**src/include/canopen_pkg.sv**
```systemverilog
/*
 * Shared constants for the fieldbus message server: identifier bases,
 * command specifier fields, abort codes, byte limits and timing.
 * Assumes an 11-bit identifier bus with byte k of a frame in bits 8k+7:8k.
 */
`default_nettype none

package canopen_pkg;

	// ------------------------------------------------------------
	// Clock and protocol timing
	// ------------------------------------------------------------
	localparam int unsigned CLK_HZ = 20_000_000;
	localparam int unsigned SDO_TIMEOUT_MS = 1000;
	localparam int unsigned SDO_TIMEOUT_CYC = (CLK_HZ / 1000) * SDO_TIMEOUT_MS;

	// ------------------------------------------------------------
	// Identifier bases, node number is added on top
	// ------------------------------------------------------------
	localparam logic [10:0] TPDO0_BASE = 11'h180;
	localparam logic [10:0] RPDO0_BASE = 11'h200;
	localparam logic [10:0] TPDO1_BASE = 11'h280;
	localparam logic [10:0] RPDO1_BASE = 11'h300;
	localparam logic [10:0] SDO_TX_BASE = 11'h580;
	localparam logic [10:0] SDO_RX_BASE = 11'h600;

	// ------------------------------------------------------------
	// Command specifier layout
	// ------------------------------------------------------------
	localparam logic [2:0] CCS_DL_SEG = 3'h0;
	localparam logic [2:0] CCS_DL_INIT = 3'h1;
	localparam logic [2:0] CCS_UL_INIT = 3'h2;
	localparam logic [2:0] CCS_UL_SEG = 3'h3;
	localparam logic [2:0] CS_ABORT = 3'h4;
	localparam logic [2:0] SCS_UL_SEG = 3'h0;
	localparam logic [2:0] SCS_DL_SEG = 3'h1;
	localparam logic [2:0] SCS_UL_INIT = 3'h2;
	localparam logic [2:0] SCS_DL_INIT = 3'h3;
	localparam int unsigned TOGGLE_BIT = 4;
	localparam int unsigned EXP_BIT = 1;
	localparam int unsigned SIZE_BIT = 0;
	localparam int unsigned LAST_BIT = 0;

	// ------------------------------------------------------------
	// Byte limits
	// ------------------------------------------------------------
	localparam logic [3:0] PDO_MAX_BYTES = 4'h8;
	localparam logic [2:0] EXP_MAX_BYTES = 3'h4;
	localparam logic [2:0] SEG_MAX_BYTES = 3'h7;
	localparam logic [3:0] SDO_DLC = 4'h8;

	// ------------------------------------------------------------
	// Abort codes
	// ------------------------------------------------------------
	localparam logic [31:0] ABORT_TOGGLE = 32'h05030000;
	localparam logic [31:0] ABORT_TIMEOUT = 32'h05040000;
	localparam logic [31:0] ABORT_BAD_CS = 32'h05040001;

	typedef enum logic [2:0] {
		OD_WRITE_EXP,
		OD_WRITE_OPEN,
		OD_WRITE_SEG,
		OD_READ_INIT,
		OD_READ_SEG
	} od_kind_t;

	function automatic logic [10:0] comm_object_identifier(input logic [10:0] base,
		input logic [6:0] node);
		return base + {4'h0, node};
	endfunction : comm_object_identifier

endpackage : canopen_pkg

`default_nettype wire

```
**src/hdl/frame_classifier.sv**
```systemverilog
/*
 * Sorts an incoming identifier into service data request or receive
 * process data object for this node.
 * Assumes the node number is stable while frames arrive.
 */
`timescale 1ns/1ps
`default_nettype none

module frame_classifier (
	// Frame identifier and node
	input wire logic [10:0] id_i,
	input wire logic [6:0] node_id_i,
	// Classification
	output logic is_sdo_o,
	output logic is_rpdo_o,
	output logic rpdo_sel_o
);
	import canopen_pkg::*;

	logic hit_rpdo0;
	logic hit_rpdo1;

	// Each object answers to exactly one identifier
	assign hit_rpdo0 = (id_i == comm_object_identifier(RPDO0_BASE, node_id_i));
	assign hit_rpdo1 = (id_i == comm_object_identifier(RPDO1_BASE, node_id_i));
	assign is_sdo_o = (id_i == comm_object_identifier(SDO_RX_BASE, node_id_i));
	assign is_rpdo_o = hit_rpdo0 | hit_rpdo1;
	assign rpdo_sel_o = hit_rpdo1;

endmodule : frame_classifier

`default_nettype wire

```
**src/hdl/sdo_timeout_timer.sv**
```systemverilog
/*
 * Watchdog for an open service data transfer.
 * Assumes kick_i pulses whenever the peer moves the protocol on.
 */
`timescale 1ns/1ps
`default_nettype none

module sdo_timeout_timer #(
	parameter int unsigned LIMIT = canopen_pkg::SDO_TIMEOUT_CYC
) (
	// Clock and reset
	input wire logic ref_clk_i,
	input wire logic rst_i,
	// Control
	input wire logic enable_i,
	input wire logic kick_i,
	// Event
	output logic expired_o
);
	logic [31:0] cnt_q;

	// Count restarts whenever idle or kicked, so only silence expires
	always_ff @(posedge ref_clk_i or posedge rst_i) begin
		if (rst_i) begin
			cnt_q <= 32'h0;
			expired_o <= 1'b0;
		end else begin
			expired_o <= 1'b0;
			if (!enable_i || kick_i) begin
				cnt_q <= 32'h0;
			end else if (cnt_q == 32'(LIMIT - 1)) begin
				cnt_q <= 32'h0;
				expired_o <= 1'b1;
			end else begin
				cnt_q <= cnt_q + 32'h1;
			end
		end
	end

endmodule : sdo_timeout_timer

`default_nettype wire

```
**src/hdl/canopen_sdo_pdo_server.sv**
```systemverilog
/*
 * Slave-side message server: two receive and two transmit process data
 * objects plus one service data server with expedited and segmented
 * transfers and aborts, toward an application dictionary port.
 * Assumes a CAN controller on the same clock that delivers one received
 * frame per rx_valid_i pulse and takes tx frames by valid/ready.
 */
`timescale 1ns/1ps
`default_nettype none

// Operation
// - One unique identifier selects each object
// - Process data frames carry at most eight bytes
// - Process data is identifier plus raw data
// - Transmit objects on event or sync, mixed
// - Receive and transmit objects kept apart
// - Process data outranks service data responses
// - Service frames carry specifier, index, subindex
// - Payloads above four bytes go segmented
// - Download segments only after initiate completes
// - Initiate upload answer carries short value
// - Upload segments only after initiate completes
// - Flags e and s decode payload field
// - Payload field is little-endian, bytes four-seven
// - Empty-byte count drops trailing segment bytes
// - Segment bytes pass through unchanged
// - Errors end transfer with abort frame
// - Abort code is one unsigned 32-bit value
// - Peer silence aborts with timeout code
module canopen_sdo_pdo_server #(
	parameter int unsigned TIMEOUT_CYC = canopen_pkg::SDO_TIMEOUT_CYC
) (
	// Clock and reset
	input wire logic ref_clk_i,
	input wire logic rst_i,
	// Configuration
	input wire logic [6:0] node_id_i,
	// Received frames
	input wire logic rx_valid_i,
	input wire logic [10:0] rx_id_i,
	input wire logic [3:0] rx_dlc_i,
	input wire logic [63:0] rx_data_i,
	// Transmitted frames
	output logic tx_valid_o,
	input wire logic tx_ready_i,
	output logic [10:0] tx_id_o,
	output logic [3:0] tx_dlc_o,
	output logic [63:0] tx_data_o,
	// Receive process data
	output logic rpdo_valid_o,
	output logic rpdo_sel_o,
	output logic [3:0] rpdo_len_o,
	output logic [63:0] rpdo_data_o,
	// Transmit process data
	input wire logic sync_i,
	input wire logic [1:0] tpdo_sync_mode_i,
	input wire logic [1:0] tpdo_event_i,
	input wire logic [1:0][3:0] tpdo_len_i,
	input wire logic [1:0][63:0] tpdo_data_i,
	// Dictionary access
	output logic od_req_o,
	output canopen_pkg::od_kind_t od_kind_o,
	output logic [15:0] od_index_o,
	output logic [7:0] od_subindex_o,
	output logic [55:0] od_wdata_o,
	output logic [2:0] od_count_o,
	output logic od_last_o,
	output logic [31:0] od_size_o,
	input wire logic od_ack_i,
	input wire logic od_error_i,
	input wire logic [31:0] od_error_code_i,
	input wire logic [55:0] od_rdata_i,
	input wire logic [31:0] od_rsize_i,
	// Status
	output logic sdo_busy_o,
	output logic sdo_abort_o,
	output logic [31:0] abort_code_o
);
	import canopen_pkg::*;

	// ------------------------------------------------------------
	// Helpers
	// ------------------------------------------------------------
	function automatic logic [55:0] keep_bytes(input logic [55:0] d,
		input logic [2:0] n);
		logic [55:0] m;
		m = 56'h0;
		for (int i = 0; i < 7; i++) begin
			if (3'(i) < n) begin
				m[8*i +: 8] = d[8*i +: 8];
			end
		end
		return m;
	endfunction : keep_bytes

	function automatic logic [3:0] clip_len(input logic [3:0] n);
		return (n > PDO_MAX_BYTES) ? PDO_MAX_BYTES : n;
	endfunction : clip_len

	// Byte 0 specifier, bytes 1-2 index, byte 3 subindex, 4-7 payload
	function automatic logic [63:0] sdo_frame(input logic [7:0] cs,
		input logic [15:0] idx, input logic [7:0] sub,
		input logic [31:0] pay);
		return {pay, sub, idx, cs};
	endfunction : sdo_frame

	typedef enum logic [2:0] {
		ST_IDLE,
		ST_DL_WAIT,
		ST_DL_OPEN,
		ST_UL_WAIT,
		ST_UL_OPEN
	} sdo_state_t;

	// ------------------------------------------------------------
	// Frame sorting and watchdog
	// ------------------------------------------------------------
	logic is_sdo;
	logic is_rpdo;
	logic rpdo_sel;
	logic timer_expired;
	sdo_state_t state_q;
	logic resp_valid_q;
	logic [63:0] resp_data_q;
	logic toggle_q;
	logic [31:0] remain_q;
	logic sdo_take;
	logic resp_taken;
	logic [1:0] tpdo_pend_q;
	logic tx_free;

	frame_classifier u_classifier (
		.id_i(rx_id_i),
		.node_id_i(node_id_i),
		.is_sdo_o(is_sdo),
		.is_rpdo_o(is_rpdo),
		.rpdo_sel_o(rpdo_sel)
	);

	// Time runs only while the peer owes us the next step
	sdo_timeout_timer #(
		.LIMIT(TIMEOUT_CYC)
	) u_timer (
		.ref_clk_i(ref_clk_i),
		.rst_i(rst_i),
		.enable_i((state_q == ST_DL_OPEN || state_q == ST_UL_OPEN)
			&& !resp_valid_q),
		.kick_i(sdo_take),
		.expired_o(timer_expired)
	);

	// ------------------------------------------------------------
	// Request decode
	// ------------------------------------------------------------
	logic [7:0] rx_cs;
	logic [2:0] rx_ccs;
	logic [15:0] rx_index;
	logic [7:0] rx_sub;
	logic [31:0] rx_pay;
	logic [2:0] rx_exp_count;
	logic [2:0] rx_seg_count;
	logic [2:0] rd_seg_count;
	logic rd_seg_last;
	logic [55:0] rd_exp_bytes;

	assign rx_cs = rx_data_i[7:0];
	assign rx_ccs = rx_cs[7:5];
	assign rx_index = rx_data_i[23:8];
	assign rx_sub = rx_data_i[31:24];
	assign rx_pay = rx_data_i[63:32];
	// Expedited size given only with s set, else the full field
	assign rx_exp_count = rx_cs[SIZE_BIT]
		? (EXP_MAX_BYTES - {1'b0, rx_cs[3:2]})
		: EXP_MAX_BYTES;
	assign rx_seg_count = SEG_MAX_BYTES - rx_cs[3:1];
	assign rd_seg_last = (remain_q <= 32'(SEG_MAX_BYTES));
	assign rd_seg_count = rd_seg_last ? remain_q[2:0] : SEG_MAX_BYTES;
	assign rd_exp_bytes = keep_bytes(od_rdata_i, od_rsize_i[2:0]);

	// Frames arriving while the dictionary works are dropped
	assign sdo_take = rx_valid_i && is_sdo && !resp_valid_q
		&& (state_q != ST_DL_WAIT) && (state_q != ST_UL_WAIT);

	// ------------------------------------------------------------
	// Service data server
	// ------------------------------------------------------------
	always_ff @(posedge ref_clk_i or posedge rst_i) begin
		if (rst_i) begin
			state_q <= ST_IDLE;
			toggle_q <= 1'b0;
			remain_q <= 32'h0;
			resp_valid_q <= 1'b0;
			resp_data_q <= 64'h0;
			od_req_o <= 1'b0;
			od_kind_o <= OD_WRITE_EXP;
			od_index_o <= 16'h0;
			od_subindex_o <= 8'h0;
			od_wdata_o <= 56'h0;
			od_count_o <= 3'h0;
			od_last_o <= 1'b0;
			od_size_o <= 32'h0;
			sdo_abort_o <= 1'b0;
			abort_code_o <= 32'h0;
		end else begin
			sdo_abort_o <= 1'b0;
			if (resp_taken) begin
				resp_valid_q <= 1'b0;
			end
			if (timer_expired) begin
				resp_valid_q <= 1'b1;
				resp_data_q <= sdo_frame({CS_ABORT, 5'h0}, od_index_o,
					od_subindex_o, ABORT_TIMEOUT);
				abort_code_o <= ABORT_TIMEOUT;
				od_req_o <= 1'b0;
				state_q <= ST_IDLE;
			end else if (od_req_o) begin
				if (od_ack_i) begin
					od_req_o <= 1'b0;
					resp_valid_q <= 1'b1;
					if (od_error_i) begin
						resp_data_q <= sdo_frame({CS_ABORT, 5'h0}, od_index_o,
							od_subindex_o, od_error_code_i);
						abort_code_o <= od_error_code_i;
						state_q <= ST_IDLE;
					end else begin
						case (od_kind_o)
							OD_WRITE_EXP: begin
								resp_data_q <= sdo_frame({SCS_DL_INIT, 5'h0},
									od_index_o, od_subindex_o, 32'h0);
								state_q <= ST_IDLE;
							end
							OD_WRITE_OPEN: begin
								resp_data_q <= sdo_frame({SCS_DL_INIT, 5'h0},
									od_index_o, od_subindex_o, 32'h0);
								toggle_q <= 1'b0;
								state_q <= ST_DL_OPEN;
							end
							OD_WRITE_SEG: begin
								resp_data_q <= sdo_frame({SCS_DL_SEG, toggle_q,
									4'h0}, 16'h0, 8'h0, 32'h0);
								toggle_q <= !toggle_q;
								state_q <= od_last_o ? ST_IDLE : ST_DL_OPEN;
							end
							OD_READ_INIT: begin
								if ((od_rsize_i != 32'h0)
									&& (od_rsize_i <= 32'(EXP_MAX_BYTES))) begin
									resp_data_q <= sdo_frame({SCS_UL_INIT, 1'b0,
										2'(EXP_MAX_BYTES - od_rsize_i[2:0]),
										2'b11}, od_index_o, od_subindex_o,
										rd_exp_bytes[31:0]);
									state_q <= ST_IDLE;
								end else begin
									// Size announced, data follows in segments
									resp_data_q <= sdo_frame({SCS_UL_INIT, 4'h0,
										1'b1}, od_index_o, od_subindex_o,
										od_rsize_i);
									remain_q <= od_rsize_i;
									toggle_q <= 1'b0;
									state_q <= ST_UL_OPEN;
								end
							end
							OD_READ_SEG: begin
								resp_data_q <= {keep_bytes(od_rdata_i,
									rd_seg_count), SCS_UL_SEG, toggle_q,
									SEG_MAX_BYTES - rd_seg_count,
									rd_seg_last};
								remain_q <= remain_q - {29'h0, rd_seg_count};
								toggle_q <= !toggle_q;
								state_q <= rd_seg_last ? ST_IDLE : ST_UL_OPEN;
							end
							default: begin
								state_q <= ST_IDLE;
							end
						endcase
					end
				end
			end else if (sdo_take) begin
				case (rx_ccs)
					CCS_DL_INIT: begin
						od_index_o <= rx_index;
						od_subindex_o <= rx_sub;
						od_req_o <= 1'b1;
						od_last_o <= 1'b1;
						state_q <= ST_DL_WAIT;
						if (rx_cs[EXP_BIT]) begin
							od_kind_o <= OD_WRITE_EXP;
							od_wdata_o <= keep_bytes({24'h0, rx_pay},
								rx_exp_count);
							od_count_o <= rx_exp_count;
							od_size_o <= {29'h0, rx_exp_count};
						end else begin
							od_kind_o <= OD_WRITE_OPEN;
							od_wdata_o <= 56'h0;
							od_count_o <= 3'h0;
							// Reserved field is not trusted when s is clear
							od_size_o <= rx_cs[SIZE_BIT] ? rx_pay : 32'h0;
						end
					end
					CCS_UL_INIT: begin
						od_index_o <= rx_index;
						od_subindex_o <= rx_sub;
						od_kind_o <= OD_READ_INIT;
						od_req_o <= 1'b1;
						state_q <= ST_UL_WAIT;
					end
					CCS_DL_SEG: begin
						if (state_q != ST_DL_OPEN) begin
							resp_valid_q <= 1'b1;
							resp_data_q <= sdo_frame({CS_ABORT, 5'h0}, od_index_o,
								od_subindex_o, ABORT_BAD_CS);
							abort_code_o <= ABORT_BAD_CS;
							state_q <= ST_IDLE;
						end else if (rx_cs[TOGGLE_BIT] != toggle_q) begin
							resp_valid_q <= 1'b1;
							resp_data_q <= sdo_frame({CS_ABORT, 5'h0}, od_index_o,
								od_subindex_o, ABORT_TOGGLE);
							abort_code_o <= ABORT_TOGGLE;
							state_q <= ST_IDLE;
						end else begin
							od_kind_o <= OD_WRITE_SEG;
							od_wdata_o <= keep_bytes(rx_data_i[63:8],
								rx_seg_count);
							od_count_o <= rx_seg_count;
							od_last_o <= rx_cs[LAST_BIT];
							od_req_o <= 1'b1;
							state_q <= ST_DL_WAIT;
						end
					end
					CCS_UL_SEG: begin
						if (state_q != ST_UL_OPEN) begin
							resp_valid_q <= 1'b1;
							resp_data_q <= sdo_frame({CS_ABORT, 5'h0}, od_index_o,
								od_subindex_o, ABORT_BAD_CS);
							abort_code_o <= ABORT_BAD_CS;
							state_q <= ST_IDLE;
						end else if (rx_cs[TOGGLE_BIT] != toggle_q) begin
							resp_valid_q <= 1'b1;
							resp_data_q <= sdo_frame({CS_ABORT, 5'h0}, od_index_o,
								od_subindex_o, ABORT_TOGGLE);
							abort_code_o <= ABORT_TOGGLE;
							state_q <= ST_IDLE;
						end else begin
							od_kind_o <= OD_READ_SEG;
							od_count_o <= rd_seg_count;
							od_req_o <= 1'b1;
							state_q <= ST_UL_WAIT;
						end
					end
					CS_ABORT: begin
						// Master abort is never answered
						sdo_abort_o <= 1'b1;
						abort_code_o <= rx_pay;
						state_q <= ST_IDLE;
					end
					default: begin
						resp_valid_q <= 1'b1;
						resp_data_q <= sdo_frame({CS_ABORT, 5'h0}, rx_index,
							rx_sub, ABORT_BAD_CS);
						abort_code_o <= ABORT_BAD_CS;
						state_q <= ST_IDLE;
					end
				endcase
			end
		end
	end

	assign sdo_busy_o = (state_q != ST_IDLE);

	// ------------------------------------------------------------
	// Receive process data
	// ------------------------------------------------------------
	always_ff @(posedge ref_clk_i or posedge rst_i) begin
		if (rst_i) begin
			rpdo_valid_o <= 1'b0;
			rpdo_sel_o <= 1'b0;
			rpdo_len_o <= 4'h0;
			rpdo_data_o <= 64'h0;
		end else begin
			rpdo_valid_o <= rx_valid_i && is_rpdo;
			if (rx_valid_i && is_rpdo) begin
				rpdo_sel_o <= rpdo_sel;
				rpdo_len_o <= clip_len(rx_dlc_i);
				rpdo_data_o <= rx_data_i;
			end
		end
	end

	// ------------------------------------------------------------
	// Transmit process data triggers
	// ------------------------------------------------------------
	always_ff @(posedge ref_clk_i or posedge rst_i) begin
		if (rst_i) begin
			tpdo_pend_q <= 2'b00;
		end else begin
			for (int i = 0; i < 2; i++) begin
				// A trigger in the sending cycle stays pending
				if (tpdo_sync_mode_i[i] ? sync_i : tpdo_event_i[i]) begin
					tpdo_pend_q[i] <= 1'b1;
				end else if (tx_free && (i == 0 || !tpdo_pend_q[0])) begin
					tpdo_pend_q[i] <= 1'b0;
				end
			end
		end
	end

	// ------------------------------------------------------------
	// Transmit arbitration
	// ------------------------------------------------------------
	assign tx_free = !tx_valid_o || tx_ready_i;
	assign resp_taken = tx_free && (tpdo_pend_q == 2'b00) && resp_valid_q;

	always_ff @(posedge ref_clk_i or posedge rst_i) begin
		if (rst_i) begin
			tx_valid_o <= 1'b0;
			tx_id_o <= 11'h0;
			tx_dlc_o <= 4'h0;
			tx_data_o <= 64'h0;
		end else if (tx_free) begin
			// Process data first, service answers wait behind it
			if (tpdo_pend_q[0]) begin
				tx_valid_o <= 1'b1;
				tx_id_o <= comm_object_identifier(TPDO0_BASE, node_id_i);
				tx_dlc_o <= clip_len(tpdo_len_i[0]);
				tx_data_o <= tpdo_data_i[0];
			end else if (tpdo_pend_q[1]) begin
				tx_valid_o <= 1'b1;
				tx_id_o <= comm_object_identifier(TPDO1_BASE, node_id_i);
				tx_dlc_o <= clip_len(tpdo_len_i[1]);
				tx_data_o <= tpdo_data_i[1];
			end else if (resp_valid_q) begin
				tx_valid_o <= 1'b1;
				tx_id_o <= comm_object_identifier(SDO_TX_BASE, node_id_i);
				tx_dlc_o <= SDO_DLC;
				tx_data_o <= resp_data_q;
			end else begin
				tx_valid_o <= 1'b0;
			end
		end
	end

endmodule : canopen_sdo_pdo_server

`default_nettype wire

```
**config.mk**
```make
export PLATFORM = sky130hd
export DESIGN_NAME = canopen_sdo_pdo_server
export DESIGN_NICKNAME = d
export VERILOG_FILES = /design/src/include/canopen_pkg.sv /design/src/hdl/frame_classifier.sv /design/src/hdl/sdo_timeout_timer.sv /design/src/hdl/canopen_sdo_pdo_server.sv
export SDC_FILE = /design/constraint.sdc
export NUM_CORES = 1
export LEC_CHECK = 0
export BUFFER_PORTS_ARGS = -buffer_cell sky130_fd_sc_hd__clkbuf_2
export CAP_MARGIN = 0
export CORE_AREA = 2 2 256 258
export DETAILED_ROUTE_END_ITERATION = 6
export DIE_AREA = 0 0 258 260
export PLACE_DENSITY_LB_ADDON = 0.12
export SYNTH_ARGS = -nofsm -noshare
export SYNTH_HDL_FRONTEND = slang
export SYNTH_SLANG_ARGS = --single-unit
```
**constraint.sdc**
```tcl
create_clock -name ref_clk_i -period 20.1 [get_ports ref_clk_i]
set_clock_uncertainty 0.2 [all_clocks]
set_input_delay 4.02 -clock ref_clk_i [delete_from_list [all_inputs] [get_ports ref_clk_i]]
set_output_delay 4.02 -clock ref_clk_i [all_outputs]
set_load 0.005 [all_outputs]
```
# Word level (Yosys, flattened, before mapping)
# Cells that the tools add are included.
[op_classes] addsub=12 n_lt_le_gt_ge=27 n_eq_ne=29 n_mux=129 n_bitwise=4 reduce_logical=47
[ops] op="2-to-1 mux 64 bit" count=12
[ops] op="2-to-1 mux 32 bit" count=14
[ops] op="one-hot mux 64 bit (4 select lines)" count=1
[ops] op="one-hot mux 64 bit (3 select lines)" count=1
[ops] op="2-to-1 mux 8 bit" count=22
[ops] op="one-hot mux 32 bit (4 select lines)" count=1
[ops] op="2-to-1 mux 56 bit" count=2
[ops] op="one-hot mux 56 bit (2 select lines)" count=1
[ops] op="less-or-equal comparator 32 x 3 -> 1 bit (second input constant)" count=2
[ops] op="one-hot mux 32 bit (2 select lines)" count=1
[ops] op="2-to-1 mux 3 bit" count=18
[ops] op="2-to-1 mux 1 bit" count=36
[ops] op="adder 10 x 7 -> 11 bit (first input constant)" count=3
[ops] op="== test 11 bit" count=3
[ops] op="2-to-1 mux 11 bit" count=3
[ops] op="adder 32 x 1 -> 32 bit (second input constant)" count=1
[ops] op="== test 32 x 25 -> 1 bit (second input constant)" count=1
[ops] op="nonzero test 32 bit" count=1
[ops] op="subtractor 32 x 3 -> 32 bit" count=1
[ops] op="< comparator 1 x 3 -> 1 bit (first input constant)" count=8
[ops] op="< comparator 2 x 3 -> 1 bit (first input constant)" count=8
[ops] op="2-to-1 mux 4 bit" count=6
[ops] op="one-hot mux 3 bit (4 select lines)" count=2
[ops] op="< comparator 3 bit (first input constant)" count=6
[ops] op="other kinds (37)" count=94
[totals] register_bits=439 in_bits=353 elab_cells=275

# Longest topological paths before layout
# Gate-level depths: netlist of run 1.
[logic_depth] ltp_word=11 depth_mapped=10

# Cells and area by module
# Synthesis of run 1 repeated with hierarchy kept, for this count alone.
[unflattened] cells_unflattened=2409 hier_area_um2=22675.5
[modules_own_cells] mod="canopen_sdo_pdo_server" n_inst=1 cells_each=2213 area_per_inst_um2=20803.7 seq_area_each_um2=10159.7
[modules_own_cells] mod="sdo_timeout_timer" n_inst=1 cells_each=177 area_per_inst_um2=1737.9 seq_area_each_um2=825.8
[modules_own_cells] mod="frame_classifier" n_inst=1 cells_each=19 area_per_inst_um2=133.9 seq_area_each_um2=0.0

# Worst setup path before layout of run 1
# Ideal clock, no wire load.
[synth_timing] path_kind="input to register" start="input port rx_data_i[5]" end="register od_kind_o[0]" setup_time_ps=125 arrival_ps=5839 required_ps=19775 slack_ps=13936 cell_stages=8 cell_sequence="buf_6 or4b_4 a211oi_2 and2_1 buf_4 nor2_2 nor4_4 mux2_4"
[synth_via] elab_chain_len=3
[synth_rtl] item="start, declared" line="canopen_sdo_pdo_server.sv:42" text="input wire logic [63:0] rx_data_i,"
[synth_rtl] item="== test 3 x 2 -> 1 bit (tied with other cells)" line="canopen_sdo_pdo_server.sv:278" text="case (rx_ccs)"
[synth_rtl] item="nonzero test 4 bit (no source line) or != test 2 bit (tied branches)"
[synth_rtl] item="AND reduction 8 bit (no source line)"
[synth_rtl] item="end signal, assigned" line="canopen_sdo_pdo_server.sv:286" text="od_kind_o <= OD_WRITE_EXP;"
[synth_rtl] item="end signal, assigned" line="canopen_sdo_pdo_server.sv:292" text="od_kind_o <= OD_WRITE_OPEN;"
[synth_rtl] item="end signal, assigned" line="canopen_sdo_pdo_server.sv:302" text="od_kind_o <= OD_READ_INIT;"
[synth_rtl] item="end, declared" line="canopen_sdo_pdo_server.sv:62" text="output canopen_pkg::od_kind_t od_kind_o,"
# Several ways; a longest one is shown, not always the timed one.
# A chain may end at the register's enable or synchronous reset.

# Final worst setup path of run 1
[layout_timing] start="input port od_error_i" end="register resp_data_q[16]"
[layout_via] elab_chain_len=4
[layout_rtl] item="start, declared" line="canopen_sdo_pdo_server.sv:70" text="input wire logic od_error_i,"
[layout_rtl] item="2-to-1 mux 64 bit" line="canopen_sdo_pdo_server.sv:220" text="if (od_error_i) begin"
[layout_rtl] item="2-to-1 mux 64 bit" line="canopen_sdo_pdo_server.sv:217" text="if (od_ack_i) begin"
[layout_rtl] item="2-to-1 mux 64 bit" line="canopen_sdo_pdo_server.sv:216" text="end else if (od_req_o) begin"
[layout_rtl] item="2-to-1 mux 64 bit" line="canopen_sdo_pdo_server.sv:209" text="if (timer_expired) begin"
[layout_rtl] item="end signal, assigned" line="canopen_sdo_pdo_server.sv:211" text="resp_data_q <= sdo_frame({CS_ABORT, 5'h0}, od_index_o,"
[layout_rtl] item="end signal, assigned" line="canopen_sdo_pdo_server.sv:221" text="resp_data_q <= sdo_frame({CS_ABORT, 5'h0}, od_index_o,"
[layout_rtl] item="end signal, assigned" line="canopen_sdo_pdo_server.sv:228" text="resp_data_q <= sdo_frame({SCS_DL_INIT, 5'h0},"
[layout_rtl] item="end, declared" line="canopen_sdo_pdo_server.sv:124" text="logic [63:0] resp_data_q;"
# Several ways; a longest one is shown, not always the timed one. The select of a mux whose other input is x is not followed.

==> results of run 1 <==
## cell families (layout without fill, tap and decap cells)
kind of cell | Yosys count | in the layout | share of synthesized area
compound gates | 737 | 737 | 0.225
xor+xnor | 40 | 40 | 0.0156
fa+ha+maj | 8 | 8 | 0.00446
buf+inv | 204 | 809 | 0.0372
flops | 439 | 439 | 0.490
mux | 149 | 149 | 0.0724
other cells | 0 | 3 | 0
simple gates | 772 | 772 | 0.155
## report_power, final
part / internal, mW / leakage [nW] / switching [mW]
Combinational: 0.0973 / 7.00 / 0.164
Sequential: 0.918 / 5.93 / 0.0272
Clock: 0.632 / 0.912 / 0.412
Total: 1.65 / 13.8 / 0.604
## cell usage after synthesis (all sizes together) (36+ instances only)
master,n
a221oi,68
a21oi,149
o21ai,198
nor2,276
dfrtp,439
mux2,103
nand2,265
mux2i,46
nand3,57
buf,38
clkbuf,137
nor3,36
a22oi,47
a221o,52
o31ai,56
## sequential cells by signal, summed over array words and instances (netlist names), 2 cells and up
register       cells
remain_q          32
od_kind_o          3
tpdo_pend_q        2
tx_dlc_o           4
od_subindex_o      8
tx_data_o         64
tx_id_o           11
abort_code_o      32
od_wdata_o        56
od_index_o        16
od_count_o         3
od_size_o         32
rpdo_data_o       64
state_q            3
rpdo_len_o         4
u_timer.cnt_q     32
resp_data_q       64
## how the worst min path moves through the flow
stage | endpoint | cells past startpoint
2_1_floorplan | u_timer.cnt_q[0] | 1
3_3_place_gp | tx_id_o[7] | 1
3_5_place_dp | tx_id_o[7] | 1
4_1_cts | tx_id_o[7] | 1
6_report | tx_id_o[7] | 1
5_1_grt | od_wdata_o[37] | 2
## area by class of cell
| class | count | area, sq um | share of cell area |
|---|---|---|---|
| sequential | 439 | 11000 | 0.389 |
| multi-input combinational | 1706 | 10700 | 0.378 |
| timing repair buffer | 686 | 3520 | 0.125 |
| clock buffer | 70 | 1480 | 0.0524 |
| tap | 855 | 1070 | 0.0379 |
| clock inverter | 24 | 383 | 0.0136 |
| inverter | 29 | 116 | 0.00412 |
| antenna | 3 | 7.51 | 0.000266 |
## routing by layer
layer / wire, um / share of wire / vias up / global-route usage
met1: 44300 / 0.41 / 11000 / 0.403
met3: 8150 / 0.076 / 195 / 0.0663
met5: 56 / 0.00052 / - / 0
met2: 51000 / 0.47 / 1068 / 0.518
met4: 4170 / 0.039 / 6 / 0.112
li1: - / - / 9785 / -
## critical path, stage by stage
cell and delay (ps):
clkbuf_2 420, and2b_1 470, nand3_1 250, and2_1 580, a21oi_2 860, a221oi_1 110, a221oi_1 310
==> out/results.ini, run 1 <==
[floorplanning]
core_area_sq_mm = 0.0641
rows = 93
die_h_um = 260
die_x_um = 258
ios = 657
die_area_sq_mm = 0.0671
initial_core_util = 0.350

[yosys]
yosysWarnings = 0
syn-cell-area_sq_mm = 0.0224
synth_cells = 2349
syn_avg_cell_area_sq_um = 9.55
yosys.area.top_type = dfrtp_1
ys_seq_area_frac = 0.490
synth_edf_count = 0
synth_top_area_share = 0.490
syn_nets = 2710
synthFlopType = dfrtp_1
async_reset_ff_frac = 1.00
synth_area_leaders = dfrtp_1 (49%), mux2_2 (5.1%), nor2_1 (4.6%)
synth.distinct_cells = 80
ys_seq_elements = 439

[cts]
htree_levels = 2
clk_latency_ps = 620
hold_buffers = 0
numCtsBuffers = 52
post_cts_buffers = 0
clk_path_buf_depth = 3
cts_tree = yes
cts_sinks = 439
cts.clk_slew.worst_paths_ps = 60
ctsResizeCount = 0
cts_root_buffer = clkbuf_16

[detailed_routing]
drc_errors = 0
drtAntennaViolNets = 0
drt-pass1-iter-count = 6
viasPerCell = 5.79
wire_per_inst_um = 28.3
drtIter0Drc = 2335
vias = 22100
routed_wl_um = 108000

[grt]
grt_pass1_wl_um = 154000
overflow = 0
grt_start_max_net_pins = 144
grt_pass1_vias = 21600
antenna_found_initial = 7
track_usage = 0.312

[sta]
rsz0062_at_grt = false
period_share = 0.336
tightest_slew_ps = 1240
tns_ps = 0
max_freq_mhz = 148
whs_ps = 263
min_period_ps = 6750
slew_headroom = 0.174
slew_violations = 0
finalHoldViolCount = 0
setup_violations = 0
worst_slack_ps = 13350

[cells_and_area]
n_fill_cell = 6358
layout_commonest_cell = clkbuf_2
fin_util = 0.440
layout-drive-gt1-share = 0.312
final_cells = 3812
mostFrequentLayoutCells = clkbuf_2 (656), dfrtp_1 (436), nor2_1 (272), nand2_1 (265), o21ai_0 (198)
area_growth_pct = 25.9
nets = 3275
final_area_sq_mm = 0.0282

[power_and_ir_drop]
ir_worst_vdd_mv = 0.0528
finalPower_mw = 2.25
power.density_mw_per_mm2 = 79.7
p_leak_nw = 13.8

[worst_setup_path]
end_kind = register
ff2ff_path_depth = 9
critPathKind = input port to register
endpoint = resp_data_q[16]
crit_start = od_error_i
reg2reg_from = od_req_o
crit_path_start_kind = input port
critPathMaxFanout = 29
cp.arrival_ps = 7050
cp.required_ps = 20400
rrSetupSlack_ps = 15940
r2r-end = resp_data_q[41]

[placement]
port_buffers = 656
place_congestion = 0.959
dp.cells = 3715
dp_slack_ps = 12760
dp_hpwl_um = 82200
place_area_sq_mm = 0.0264

[run_status]
outcome = finished, final reports clean

[flow_run]
maxCapViolations = 0

[min_path]
holdCritStartpoint = tx_id_o[7]
hp-class = register to register

No activity file was read; power rests on OpenSTA's default activity.
==> inputs of run 2 (changes only) <==
CORE_AREA = 2 2 254 256   (was 2 2 256 258)
DIE_AREA = 0 0 256 258   (was 0 0 258 260)
clock period = 6.1 ns   (was 20.1 ns; I/O delays follow)
==> run 2 against run 1 <==
Against the previous run: via count shrank 0.32%; utilization grew 0.14 points; wire length shrank 0.91%; first-iteration DRC count shrank 11%; flip-flop and latch count is the same; global-route usage grew 0.22 points.
==> out/results.ini, run 2 (synthesis gave the netlist of run 1 again) <==
[run_status]
outcome = finished, final reports clean

[sta]
tightest_slew_ps = 1260  ; +23.6 ps
rsz0062_at_grt = false
max_freq_mhz = 236
slew_headroom = 0.159  ; -0.0157
period_share = 0.694
slew_violations = 0  ; unchanged
min_period_ps = 4230
finalHoldViolCount = 0  ; unchanged
setup_violations = 0  ; unchanged

[min_path]
holdCritStartpoint = od_wdata_o[47]
hp-class = register to register
hold_end = od_wdata_o[47]
holdPathStages = 2  ; +1

[cells_and_area]
nets = 3275  ; unchanged
layout_commonest_cell = clkbuf_2
layout-drive-gt1-share = 0.310  ; -0.00135
mostFrequentLayoutCells = clkbuf_2 (656), dfrtp_1 (436), nor2_1 (272), nand2_1 (265), o21ai_0 (198)
area_growth_pct = 25.4
final_area_sq_mm = 0.0281  ; -0.40%
reg_top3 = resp_data_q (64), rpdo_data_o (64), tx_data_o (64)

[cts]
htree_levels = 2  ; unchanged
cts_sinks = 439  ; unchanged
numCtsBuffers = 52  ; unchanged
cts_root_buffer = clkbuf_16
cts_tree = yes
cts.clk_slew.worst_paths_ps = 60  ; about the same
clk_path_buf_depth = 3  ; unchanged
post_cts_buffers = 0  ; unchanged
ctsResizeCount = 0  ; unchanged
clk_latency_ps = 610  ; about the same
hold_buffers = 0  ; unchanged

[worst_setup_path]
slowest_stage = nor4_1
end_kind = register
critical_path.top_delay_family = simple AND/OR/NAND/NOR gates
cp.arrival_ps = 4550  ; -2500 ps
critPathMaxFanout = 15  ; -48%
r2r-end = remain_q[12]
ff2ff_path_depth = 9  ; unchanged
path_cells = nor4_1, and4_1, nand3_1, nand2b_1, ha_1, inv_1, o2111ai_1, o31ai_1, nor3_1
critPathBufInv = 1  ; unchanged
crit_path_max_incr_delay_ps = 790  ; -70 ps
cp.required_ps = 6410  ; -13990 ps
critPathKind = register to register
reg2reg_from = remain_q[16]
rrSetupSlack_ps = 1870  ; -14070 ps
crit_path_start_kind = register

[floorplanning]
core_area_sq_mm = 0.0636  ; -0.73%
die_area_sq_mm = 0.0660  ; -1.5%
rows = 93  ; unchanged
ios = 657  ; unchanged
die_x_um = 256  ; -0.78%
initial_core_util = 0.352  ; +0.00256
die_h_um = 258  ; -0.77%

[placement]
place_area_sq_mm = 0.0264  ; +0.18%
dp_hpwl_um = 81900  ; -0.35%
port_buffers = 656  ; unchanged
place_congestion = 0.948  ; -1.1%

[power_and_ir_drop]
power.density_mw_per_mm2 = 253  ; +220%
ir_worst_vdd_mv = 0.172  ; +220%
finalPower_mw = 7.11  ; +220%
p_leak_nw = 13.8  ; -0.39%

[detailed_routing]
drtIter0Drc = 2088  ; -11%
drtAntennaViolNets = 0  ; unchanged
viasPerCell = 5.77  ; -0.27%
routed_wl_um = 107000  ; -0.91%
wire_per_inst_um = 28.0  ; -0.85%
vias = 22000  ; -0.32%
drt-pass1-iter-count = 6  ; unchanged
drc_errors = 0  ; unchanged

[grt]
grt_start_max_net_pins = 142  ; -1.4%
antenna_found_initial = 8  ; +1
grt_pass1_vias = 21600  ; +0.028%
grt_pass1_wl_um = 154000  ; -0.13%
overflow = 0  ; unchanged
track_usage = 0.315  ; +0.00216

[flow_run]
maxCapViolations = 0  ; unchanged

## run 2: changes by cell type in the layout (fill, tap and decap cells not counted), sizes merged
cell | before | now
diode | 3 | 1
bufinv | 9 | 1
clkinv | 10 | 9
clkbuf | 726 | 738
clkinvlp | 3 | 2
inv | 31 | 29
## run 2: cell type report
| type | instances | area, sq um |
|---|---|---|
| Antenna cell | 1 | 2.50 |
| Clock buffer | 82 | 1600 |
| Clock inverter | 12 | 103 |
| Fill cell | 6318 | 35500 |
| Inverter | 29 | 113 |
| Multi-Input combinational cell | 1706 | 10700 |
| Sequential cell | 439 | 11000 |
| Tap cell | 855 | 1070 |
| Timing Repair Buffer | 686 | 3570 |
## run 2: layer usage
| layer | up-vias | share of wire | track usage |
|---|---|---|---|
| met2 | 1088 | 0.46 | 0.508 |
| met3 | 183 | 0.081 | 0.0732 |
| met4 | 2 | 0.048 | 0.142 |
| met1 | 10900 | 0.41 | 0.402 |
| met5 | - | 0.000094 | 0 |
| li1 | 9779 | - | - |
## run 2: worst max path at each step
| stage | from | depth (start not counted) | endpoint |
|---|---|---|---|
| after CTS | remain_q[16] | 8 | remain_q[6] |
| after global placement | od_error_i | 7 | resp_data_q[16] |
| after floorplan | rst_i | 1 | abort_code_o[0] |
| after global routing | remain_q[16] | 9 | remain_q[12] |
| final | remain_q[16] | 9 | remain_q[12] |
| after detailed placement | od_error_i | 7 | resp_data_q[16] |
## run 2: worst min-delay path, delay by kind of cell (launching register included)
kind / cells / cell delay, ps
AND/OR/NAND/NOR: 2 / 100
flip-flops: 1 / 340
## run 2: per-stage QoR
stage | hold slack [ps] | TNS [ps] | instances | setup WS [ps] | utilization
finish | 273 | 0 | 3810 | 1870 | 0.442
CTS | 271 | 0 | 3809 | 1960 | 0.442
floorplan | 248 | -549300 | 2349 | -1250 | -
global placement | 252 | 0 | 3715 | 1650 | 0.415
global route | 286 | 0 | 3809 | 1750 | 0.442
detailed placement | 255 | 0 | 3715 | 1510 | 0.415
## run 2: power breakdown
| group | switching (mW) | leakage [nW] | internal [mW] | total, mW |
|---|---|---|---|---|
| combinational | 0.542 | 7.01 | 0.323 | 0.866 |
| sequential | 0.0786 | 5.93 | 3.03 | 3.11 |
| clock | 1.30 | 0.847 | 1.83 | 3.13 |
| total | 1.92 | 13.8 | 5.19 | 7.11 |
